<file path="src/design/rhp_pkg.sv">
// How it works
// - An on-chip address (0x00000 to 0x0003F) selects an internal byte and keeps ram_read_enable_n high.
// - An address above the on-chip range forwards output-enable to ram_read_enable_n.
// - An on-chip write stores the data bus when write-enable rises while chip-enable is low.
// - An on-chip read drives the selected byte only while chip-enable and output-enable are low and write-enable is high.
// - ram_select_n follows chip-enable while power is good and stays high during power fail.
// - ram_read_enable_n follows output-enable only with good power, chip-enable low and an external address.
// - The primary interrupt carries either the time-of-day or the watchdog alarm, the secondary the other.
// - The primary interrupt signals as a pulse or as a held low level.
// - The secondary interrupt polarity is selectable.
// - Interrupts and timekeeping keep running whatever the supply level.
// - The square-wave pin drives 1024 Hz when enabled and floats when disabled.
// - During power fail chip-enable is ignored for internal access and power_fail_n is low.
// - After the supply recovers, ram_select_n and power_fail_n stay blocked for 150 ms more.
// - A falling write-enable releases a data bus that was being driven.
package rhp_pkg;
  localparam logic [16:0] ONCHIP_LAST = 17'h0003F;
  localparam int          ONCHIP_DEPTH = 64;
  localparam logic [11:0] OFF_CTRL     = 12'h000;
  localparam logic [11:0] OFF_STATUS   = 12'h004;
  localparam logic [11:0] OFF_MASK     = 12'h008;
  localparam logic [11:0] OFF_STATE    = 12'h00C;
  // Control bits
  localparam int          CTRL_PRI_WD    = 0;
  localparam int          CTRL_PRI_LEVEL = 1;
  localparam int          CTRL_SEC_HIGH  = 2;
  localparam int          CTRL_SQW_EN    = 3;
  localparam int          CTRL_W         = 4;
  localparam logic [3:0]  CTRL_RST       = 4'h0;
  // Status and mask bits
  localparam int          ST_TOD   = 0;
  localparam int          ST_WD    = 1;
  localparam int          ST_PF    = 2;
  localparam int          ST_W     = 3;
  localparam logic [2:0]  ST_RST   = 3'h0;
  localparam logic [2:0]  MASK_RST = 3'h0;
  // Timing
  localparam longint      CLK_HZ     = 40_000_000;
  localparam longint      PF_HOLD_MS = 150;
  localparam int          PF_HOLD_CYCLES =
    int'((CLK_HZ * PF_HOLD_MS + 999) / 1000);
  localparam longint      SQW_HZ = 1024;
  localparam int          SQW_HALF_CYCLES = int'(CLK_HZ / (2 * SQW_HZ));
  localparam logic [4:0]  IRQ_PULSE_CYCLES = 5'h10;

  typedef struct packed {
    logic [16:0] addr;
    logic        ce_n;
    logic        oe_n;
    logic        we_n;
    logic [7:0]  data;
  } rhp_host_t;

  function automatic logic rhp_onchip(input logic [16:0] a);
    return a <= ONCHIP_LAST;
  endfunction : rhp_onchip
endpackage : rhp_pkg

</file>
<file path="src/design/rhp_port.sv">
`timescale 1ns/1ps
`default_nettype none
module rhp_port #(
  parameter int HOLD_CYCLES = rhp_pkg::PF_HOLD_CYCLES,
  parameter int SQW_HALF    = rhp_pkg::SQW_HALF_CYCLES
) (
  input  wire logic               core_clk,
  input  wire logic               srst,
  input  wire rhp_pkg::rhp_host_t host,
  input  wire logic               supply_ok,
  input  wire logic               tod_alarm,
  input  wire logic               wd_alarm,
  input  wire logic               psel,
  input  wire logic               penable,
  input  wire logic               pwrite,
  input  wire logic [11:0]        paddr,
  input  wire logic [31:0]        pwdata,
  output logic [31:0]             prdata,
  output logic                    pready,
  output logic                    pslverr,
  output logic [7:0]              host_data_out,
  output logic                    host_data_oe,
  output logic                    ram_select_n,
  output logic                    ram_read_enable_n,
  output logic                    power_fail_n,
  output logic                    alarm_irq_primary_n,
  output logic                    alarm_irq_primary_oe,
  output logic                    alarm_irq_secondary,
  output logic                    alarm_irq_secondary_oe,
  output logic                    square_wave_out,
  output logic                    square_wave_oe,
  output logic                    irq
);
  import rhp_pkg::*;

  rhp_host_t         hs;
  logic              strobe_end;
  logic [7:0]        mem [ONCHIP_DEPTH];
  logic              wr_pend;
  logic [5:0]        wr_addr;
  logic [7:0]        wr_data;
  logic [22:0]       hold_cnt;
  logic              pf;
  logic              pf_q;
  logic [CTRL_W-1:0] ctrl;
  logic [ST_W-1:0]   status;
  logic [ST_W-1:0]   mask;
  logic [ST_W-1:0]   st_set;
  logic [ST_W-1:0]   st_clr;
  logic [4:0]        pulse_cnt;
  logic [14:0]       sqw_cnt;
  logic              pri_event;
  logic              sec_active;
  logic              onchip;
  logic              apb_wr;

  rhp_host_sync u_sync (
    .core_clk   (core_clk),
    .srst       (srst),
    .host       (host),
    .host_s     (hs),
    .strobe_end (strobe_end)
  );

  assign onchip = rhp_onchip(hs.addr);

  // Power fail: supply low, then held for the recovery time
  always_ff @(posedge core_clk) begin
    if (srst) begin
      hold_cnt <= 23'(HOLD_CYCLES);
    end else if (!supply_ok) begin
      hold_cnt <= 23'(HOLD_CYCLES);
    end else if (hold_cnt != 23'h000000) begin
      hold_cnt <= hold_cnt - 23'h000001;
    end
  end

  assign pf = !supply_ok || (hold_cnt != 23'h000000);

  always_ff @(posedge core_clk) begin
    if (srst) begin
      power_fail_n <= 1'b0;
      pf_q         <= 1'b1;
    end else begin
      power_fail_n <= !pf;
      pf_q         <= pf;
    end
  end

  // External RAM strobes
  always_ff @(posedge core_clk) begin
    if (srst) begin
      ram_select_n      <= 1'b1;
      ram_read_enable_n <= 1'b1;
    end else begin
      ram_select_n      <= pf ? 1'b1 : hs.ce_n;
      ram_read_enable_n <= (!pf && !hs.ce_n && !onchip)
                           ? hs.oe_n : 1'b1;
    end
  end

  // Host write is latched while armed, committed at strobe end.
  // Chip-enable is ignored during power fail.
  always_ff @(posedge core_clk) begin
    if (srst) begin
      wr_pend <= 1'b0;
      wr_addr <= 6'h00;
      wr_data <= 8'h00;
    end else begin
      wr_pend <= !pf && !hs.ce_n && !hs.we_n && onchip;
      if (!hs.ce_n && !hs.we_n) begin
        wr_addr <= hs.addr[5:0];
        wr_data <= hs.data;
      end
    end
  end

  always_ff @(posedge core_clk) begin
    if (wr_pend && strobe_end) begin
      mem[wr_addr] <= wr_data;
    end
  end

  // Read drive; write-enable low drops the drive on the next clock
  always_ff @(posedge core_clk) begin
    if (srst) begin
      host_data_oe  <= 1'b0;
      host_data_out <= 8'h00;
    end else begin
      host_data_oe  <= !pf && !hs.ce_n && hs.we_n && !hs.oe_n
                       && onchip;
      host_data_out <= mem[hs.addr[5:0]];
    end
  end

  // APB slave: one access cycle, answer registered at setup
  assign apb_wr = psel && penable && pready && pwrite;

  always_ff @(posedge core_clk) begin
    if (srst) begin
      pready  <= 1'b0;
      pslverr <= 1'b0;
      prdata  <= 32'h00000000;
    end else begin
      pready  <= psel && !penable;
      pslverr <= 1'b0;
      prdata  <= 32'h00000000;
      if (psel && !penable) begin
        if (paddr == OFF_CTRL) begin
          prdata <= {28'h0000000, ctrl};
        end else if (paddr == OFF_STATUS) begin
          prdata <= {29'h00000000, status};
        end else if (paddr == OFF_MASK) begin
          prdata <= {29'h00000000, mask};
        end else if (paddr == OFF_STATE) begin
          prdata <= {30'h00000000, supply_ok, pf};
        end else begin
          pslverr <= 1'b1;
        end
      end
    end
  end

  always_ff @(posedge core_clk) begin
    if (srst) begin
      ctrl <= CTRL_RST;
      mask <= MASK_RST;
    end else if (apb_wr) begin
      if (paddr == OFF_CTRL) begin
        ctrl <= pwdata[CTRL_W-1:0];
      end else if (paddr == OFF_MASK) begin
        mask <= pwdata[ST_W-1:0];
      end
    end
  end

  // Sticky status; a new event wins over a write-one clear.
  // Alarms are not gated by power state.
  assign st_set = {pf && !pf_q, wd_alarm, tod_alarm};
  assign st_clr = (apb_wr && paddr == OFF_STATUS) ? pwdata[ST_W-1:0]
                                                  : 3'h0;

  always_ff @(posedge core_clk) begin
    if (srst) begin
      status <= ST_RST;
    end else begin
      status <= (status & ~st_clr) | st_set;
    end
  end

  always_ff @(posedge core_clk) begin
    if (srst) begin
      irq <= 1'b0;
    end else begin
      irq <= |(status & mask);
    end
  end

  // Alarm routing
  assign pri_event  = ctrl[CTRL_PRI_WD] ? wd_alarm : tod_alarm;
  assign sec_active = ctrl[CTRL_PRI_WD] ? status[ST_TOD]
                                        : status[ST_WD];

  always_ff @(posedge core_clk) begin
    if (srst) begin
      pulse_cnt <= 5'h00;
    end else if (pri_event) begin
      pulse_cnt <= IRQ_PULSE_CYCLES;
    end else if (pulse_cnt != 5'h00) begin
      pulse_cnt <= pulse_cnt - 5'h01;
    end
  end

  always_ff @(posedge core_clk) begin
    if (srst) begin
      alarm_irq_primary_n    <= 1'b0;
      alarm_irq_primary_oe   <= 1'b0;
      alarm_irq_secondary    <= 1'b0;
      alarm_irq_secondary_oe <= 1'b0;
    end else begin
      alarm_irq_primary_n  <= 1'b0;
      alarm_irq_primary_oe <= ctrl[CTRL_PRI_LEVEL]
        ? (ctrl[CTRL_PRI_WD] ? status[ST_WD] : status[ST_TOD])
        : (pulse_cnt != 5'h00);
      alarm_irq_secondary    <= sec_active ~^ ctrl[CTRL_SEC_HIGH];
      // Open drain: pull low only
      alarm_irq_secondary_oe <= !(sec_active ~^ ctrl[CTRL_SEC_HIGH]);
    end
  end

  // Square wave, runs from the system clock divider
  always_ff @(posedge core_clk) begin
    if (srst) begin
      sqw_cnt         <= 15'h0000;
      square_wave_out <= 1'b0;
      square_wave_oe  <= 1'b0;
    end else begin
      square_wave_oe <= ctrl[CTRL_SQW_EN];
      if (sqw_cnt == 15'(SQW_HALF - 1)) begin
        sqw_cnt         <= 15'h0000;
        square_wave_out <= !square_wave_out;
      end else begin
        sqw_cnt <= sqw_cnt + 15'h0001;
      end
    end
  end

  // Checks
  ram_sel_block_a: assert property (@(posedge core_clk)
    disable iff (srst) pf |=> ram_select_n)
    else $error("ram select passed during power fail");
  ram_sel_pass_a: assert property (@(posedge core_clk)
    disable iff (srst) !pf |=> ram_select_n == $past(hs.ce_n))
    else $error("ram select not following chip enable");
  onchip_oer_a: assert property (@(posedge core_clk)
    disable iff (srst) onchip |=> ram_read_enable_n)
    else $error("ram read enabled for on-chip address");
  ext_oer_a: assert property (@(posedge core_clk)
    disable iff (srst) (!pf && !hs.ce_n && !onchip && !hs.oe_n)
    |=> !ram_read_enable_n)
    else $error("ram read enable not forwarded");
  oer_pf_a: assert property (@(posedge core_clk)
    disable iff (srst) pf |=> ram_read_enable_n)
    else $error("ram read enabled during power fail");
  read_drive_a: assert property (@(posedge core_clk)
    disable iff (srst)
    host_data_oe |-> $past(!hs.oe_n && hs.we_n && !hs.ce_n))
    else $error("data driven outside a read");
  we_release_a: assert property (@(posedge core_clk)
    disable iff (srst) !hs.we_n |=> !host_data_oe)
    else $error("data bus kept during write strobe");
  write_commit_a: assert property (@(posedge core_clk)
    disable iff (srst)
    (wr_pend && strobe_end) |=> mem[$past(wr_addr)] == $past(wr_data))
    else $error("register write lost");
  pf_write_a: assert property (@(posedge core_clk)
    disable iff (srst) pf |=> !wr_pend)
    else $error("register write armed during power fail");
  recover_hold_a: assert property (@(posedge core_clk)
    disable iff (srst) $rose(supply_ok) |=> !power_fail_n [*8])
    else $error("power fail released too early");
  pf_out_a: assert property (@(posedge core_clk)
    disable iff (srst) !supply_ok |=> ##1 !power_fail_n)
    else $error("power fail output not asserted");
  pulse_len_a: assert property (@(posedge core_clk)
    disable iff (srst) (pri_event && !ctrl[CTRL_PRI_LEVEL])
    |=> ##[1:2] alarm_irq_primary_oe [*8])
    else $error("primary pulse too short");
  sqw_float_a: assert property (@(posedge core_clk)
    disable iff (srst) !ctrl[CTRL_SQW_EN] |=> !square_wave_oe)
    else $error("square wave driven while disabled");
  sqw_drive_a: assert property (@(posedge core_clk)
    disable iff (srst) ctrl[CTRL_SQW_EN] |=> square_wave_oe)
    else $error("square wave not driven while enabled");
  sec_pol_a: assert property (@(posedge core_clk)
    disable iff (srst) (sec_active && ctrl[CTRL_SEC_HIGH])
    |=> alarm_irq_secondary)
    else $error("secondary polarity wrong");
  sec_low_a: assert property (@(posedge core_clk)
    disable iff (srst) (sec_active && !ctrl[CTRL_SEC_HIGH])
    |=> !alarm_irq_secondary)
    else $error("secondary low polarity wrong");

  cov_ext_read: cover property (@(posedge core_clk) !ram_read_enable_n);
  cov_pf_enter: cover property (@(posedge core_clk) $fell(power_fail_n));
  cov_reg_write: cover property (@(posedge core_clk) wr_pend && strobe_end);
  cov_recover: cover property (@(posedge core_clk) $rose(power_fail_n));
  cov_irq: cover property (@(posedge core_clk) irq);
endmodule : rhp_port
`default_nettype wire

</file>
<file path="src/design/rhp_host_sync.sv">
`timescale 1ns/1ps
`default_nettype none
module rhp_host_sync (
  input  wire logic              core_clk,
  input  wire logic              srst,
  input  wire rhp_pkg::rhp_host_t host,
  output rhp_pkg::rhp_host_t     host_s,
  output logic                   strobe_end
);
  import rhp_pkg::*;

  rhp_host_t meta;
  logic      ce_q;
  logic      we_q;

  // Idle value keeps all strobes inactive out of reset
  localparam rhp_host_t IDLE = '{addr: 17'h00000, ce_n: 1'b1, oe_n: 1'b1,
                                 we_n: 1'b1, data: 8'h00};

  always_ff @(posedge core_clk) begin
    if (srst) begin
      meta   <= IDLE;
      host_s <= IDLE;
    end else begin
      meta   <= host;
      host_s <= meta;
    end
  end

  // Edge detect on the second stage only
  always_ff @(posedge core_clk) begin
    if (srst) begin
      ce_q <= 1'b1;
      we_q <= 1'b1;
    end else begin
      ce_q <= host_s.ce_n;
      we_q <= host_s.we_n;
    end
  end

  // Write ends at the earlier rise of chip-enable or write-enable
  assign strobe_end = (!ce_q && !we_q) && (host_s.ce_n || host_s.we_n);
endmodule : rhp_host_sync
`default_nettype wire

</file>
<file path="config.mk">
export PLATFORM = sky130hd
export DESIGN_NAME = rhp_port
export DESIGN_NICKNAME = d
export VERILOG_FILES = /design/src/design/rhp_pkg.sv /design/src/design/rhp_port.sv /design/src/design/rhp_host_sync.sv
export SDC_FILE = /design/constraint.sdc
export NUM_CORES = 1
export LEC_CHECK = 0
export ABC_AREA = 1
export BUFFER_PORTS_ARGS = -buffer_cell sky130_fd_sc_hd__buf_4
export CORE_ASPECT_RATIO = 2
export CORE_MARGIN = 8
export CORE_UTILIZATION = 45
export CTS_CLUSTER_SIZE = 16
export DETAILED_ROUTE_END_ITERATION = 6
export GPL_ROUTABILITY_DRIVEN = 0
export GPL_TIMING_DRIVEN = 0
export PLACE_DENSITY = 0.7
export RECOVER_POWER = 25
export SETUP_SLACK_MARGIN = 0.2
export SYNTH_ARGS = -nofsm -noshare
export SYNTH_HDL_FRONTEND = slang
export SYNTH_SLANG_ARGS = --single-unit
</file>
<file path="constraint.sdc">
create_clock -name core_clk -period 1.77 [get_ports core_clk]
set_input_delay 0.177 -clock core_clk [delete_from_list [all_inputs] [get_ports core_clk]]
set_output_delay 0.177 -clock core_clk [all_outputs]
set_load 0.005 [all_outputs]
</file>
==> impl_metrics.json <==
{
  "ios": 133,
  "tns_ns": -5.32,
  "maxCapViolations": 0,
  "final_nets": 3157,
  "netlist_area_sq_mm": 0.0273,
  "clk_latency_ns": 0.65,
  "yosysTopAreaCell": "edfxtp_1",
  "cts_tree": "yes",
  "drive_gt1_frac": 0.244,
  "setup_violations": 132,
  "port-buffer-count": 75,
  "power.leakage_nw": 14.1,
  "rsz0062_at_grt": "yes",
  "ir_drop_uv": 785,
  "cp_data_required_time_ns": 2.31,
  "m1WireLength_microns": 28400,
  "die_w_microns": 190,
  "timing.fmax_ghz": 0.447,
  "top_layer_used": "met4",
  "clockBufferDepth": 3,
  "end_kind": "register",
  "wl_met2_microns": 47800,
  "grt_start_max_net_pins": 66,
  "wl_met3_microns": 10500,
  "arrival_ns": 2.78,
  "power_density_mw_per_mm2": 874,
  "cp-start-kind": "register",
  "drt_iter0_drc": 2589,
  "nFillCells": 4334,
  "relSlewSlack": 0.224,
  "skew_ns": 0.0290,
  "track_usage": 0.272,
  "crit_type": "register to register",
  "grt_pass1_vias": 22100,
  "drc": 0,
  "cts_root_buf": "clkbuf_16",
  "yosysTopAreaCellShare": 0.564,
  "vias": 22100,
  "seq_area_frac_synth": 0.674,
  "ant_nets": 0,
  "synth_area_leaders": "edfxtp_1 (56%), dfxtp_1 (11%), nand2_1 (9.5%)",
  "utilization": 0.596,
  "die_area_sq_mm": 0.0692,
  "core_sq_mm": 0.0599,
  "hold_class": "primary input to register",
  "drtPass1Iterations": 6,
  "start_util": 0.455,
  "layout_common_cells": "nand2_1 (641), edfxtp_1 (512), inv_1 (295), nor2_1 (250), nand3_1 (209)",
  "yosys_warnings": 0,
  "htree_levels": 2,
  "timing.final.crit_share": 1.26,
  "critPathMaxFanout": 10,
  "avgSynthCellArea_sq_um": 9.97,
  "syn2layout_area_growth_pct": 31.0,
  "cts_buffers": 54,
  "seq_area_sq_mm": 0.0184,
  "die_h_microns": 364,
  "cts_num_sinks": 663,
  "setup_ws_ns": -0.468,
  "ys_types": 35,
  "final_hold_viol_count": 0,
  "worstMarginPinSlew_ns": 1.16,
  "ys_ff_latch": 663,
  "slew_viol_final": 0,
  "antenna_found_initial": 0,
  "wl_per_cell_microns": 25.2,
  "overflow": 0,
  "worst_hold_slack_ns": 0.0349,
  "cts.reportedPaths.clkPinSlew_ns": 0.07,
  "violations": "setup timing",
  "multi_input_area_sq_mm": 0.00895,
  "outcome": "finished, violations left",
  "final_common_cell": "nand2_1",
  "hpwl_microns": 57900,
  "finalWirelength_microns": 98000,
  "final.min_clock_period_ns": 2.24,
  "vias_per_cell": 5.67,
  "rows": 127,
  "synthCells": 2735,
  "grt_first_pass_wirelength_microns": 138000
}
through the flow:
stage / setup WS [ns] / instances / power (mW) / cell area [sq um]
after floorplan: 0.111 / 2763 / 18.0 / 27500
after global placement: -1.23 / 3612 / 18.6 / 29000
after detailed placement: -0.946 / 3618 / 18.7 / 29200
after CTS: -0.0280 / 3866 / 30.9 / 35000
after global routing: -0.516 / 3890 / 31.9 / 35700
final: -0.468 / 3892 / 31.2 / 35700
cells by family (layout without fill, tap and decap cells):
logic type / after synthesis / after routing / synth area share
AOI/OAI and AO/OA: 171 / 171 / 0.0318
xor gates and xnor gates: 19 / 19 / 0.00610
adders and majority gates: 5 / 5 / 0.00229
buffers and inverters: 459 / 812 / 0.0701
DFF: 663 / 663 / 0.674
muxes: 1 / 1 / 0.000367
other: 1 / 31 / 0.000137
and+or+nand+nor: 1416 / 1416 / 0.215
worst max-delay path, cell delays in order, from the launching register on:
cell and delay (ns):
dfxtp_4 0.44, buf_12 0.19, buf_4 0.20, nand2_1 0.07, nand2_1 0.10, nand2_1 0.27
nand3_1 0.24, nand3_1 0.13, nand2_1 0.15, nand3_2 0.12, a21oi_2 0.21
final cells by class:
cell class	count	area share
buffer	147	0.0378
inverter	312	0.0340
multi-input combinational	1641	0.250
sequential	663	0.516
antenna	2	0.000140
clock inverter	24	0.00543
tap	774	0.0271
clock buffer	76	0.0440
timing repair buffer	253	0.0850
flip-flops by register name, summed over array words and instances (netlist names), 3 cells and up:
name	count
mem	512
prdata	4
u_sync.host_s	28
host_data_out	8
wr_addr	6
pulse_cnt	5
u_sync.meta	28
hold_cnt	23
mask	3
wr_data	8
sqw_cnt	15
status	3
ctrl	4
synthesized netlist by cell type, drive strengths merged:
library cell,n
nand2,690
edfxtp,512
nor2,353
inv,308
nand3,306
dfxtp,151
o21ai,99
buf,98
a21oi,67
clkbuf,49
nor3,24
nand4,14
xor2,11
or2,9
and3,8
xnor2,8
nor4,7
ha,5
clkinv,4
nor3b,3
a211oi,2
nand3b,2
o211ai,2
a31oi,1
conb,1
mux2i,1
what timing repair did:
action | in CTS | in global routing
hold buffers | 42 | 1
hold endpoints to repair | 55 | 9
pin swaps | 128 | 111
gates resized for setup | 567 | 146
setup endpoints to repair | 554 | 578
setup buffers | 99 | 22
cloned | 7 | 1
where the power goes:
group / internal, mW / switching (mW) / total, mW
sequential: 16.7 / 0.119 / 16.8
clock: 6.58 / 5.68 / 12.3
combinational: 0.792 / 1.38 / 2.17
total: 24.1 / 7.18 / 31.2
routing by layer:
| metal | vias to the layer above | global-route usage |
|---|---|---|
| met5 | - | 0 |
| met4 | 0 | 0.258 |
| met3 | 598 | 0.0834 |
| met2 | 1578 | 0.466 |
| met1 | 10300 | 0.253 |
| li1 | 9586 | - |
final timing paths:
check / from / end / slack, ns / cells after the start
setup reg to reg: u_sync.host_s[11] / host_data_out[3] / -0.47 / 10
setup / recovery: u_sync.host_s[11] / host_data_out[3] / -0.47 / 10
hold reg to reg: u_sync.meta[22] / u_sync.host_s[22] / 0.40 / 2
hold / removal: psel / prdata[0] / 0.03 / 7
No activity file was read; power rests on OpenSTA's default activity.
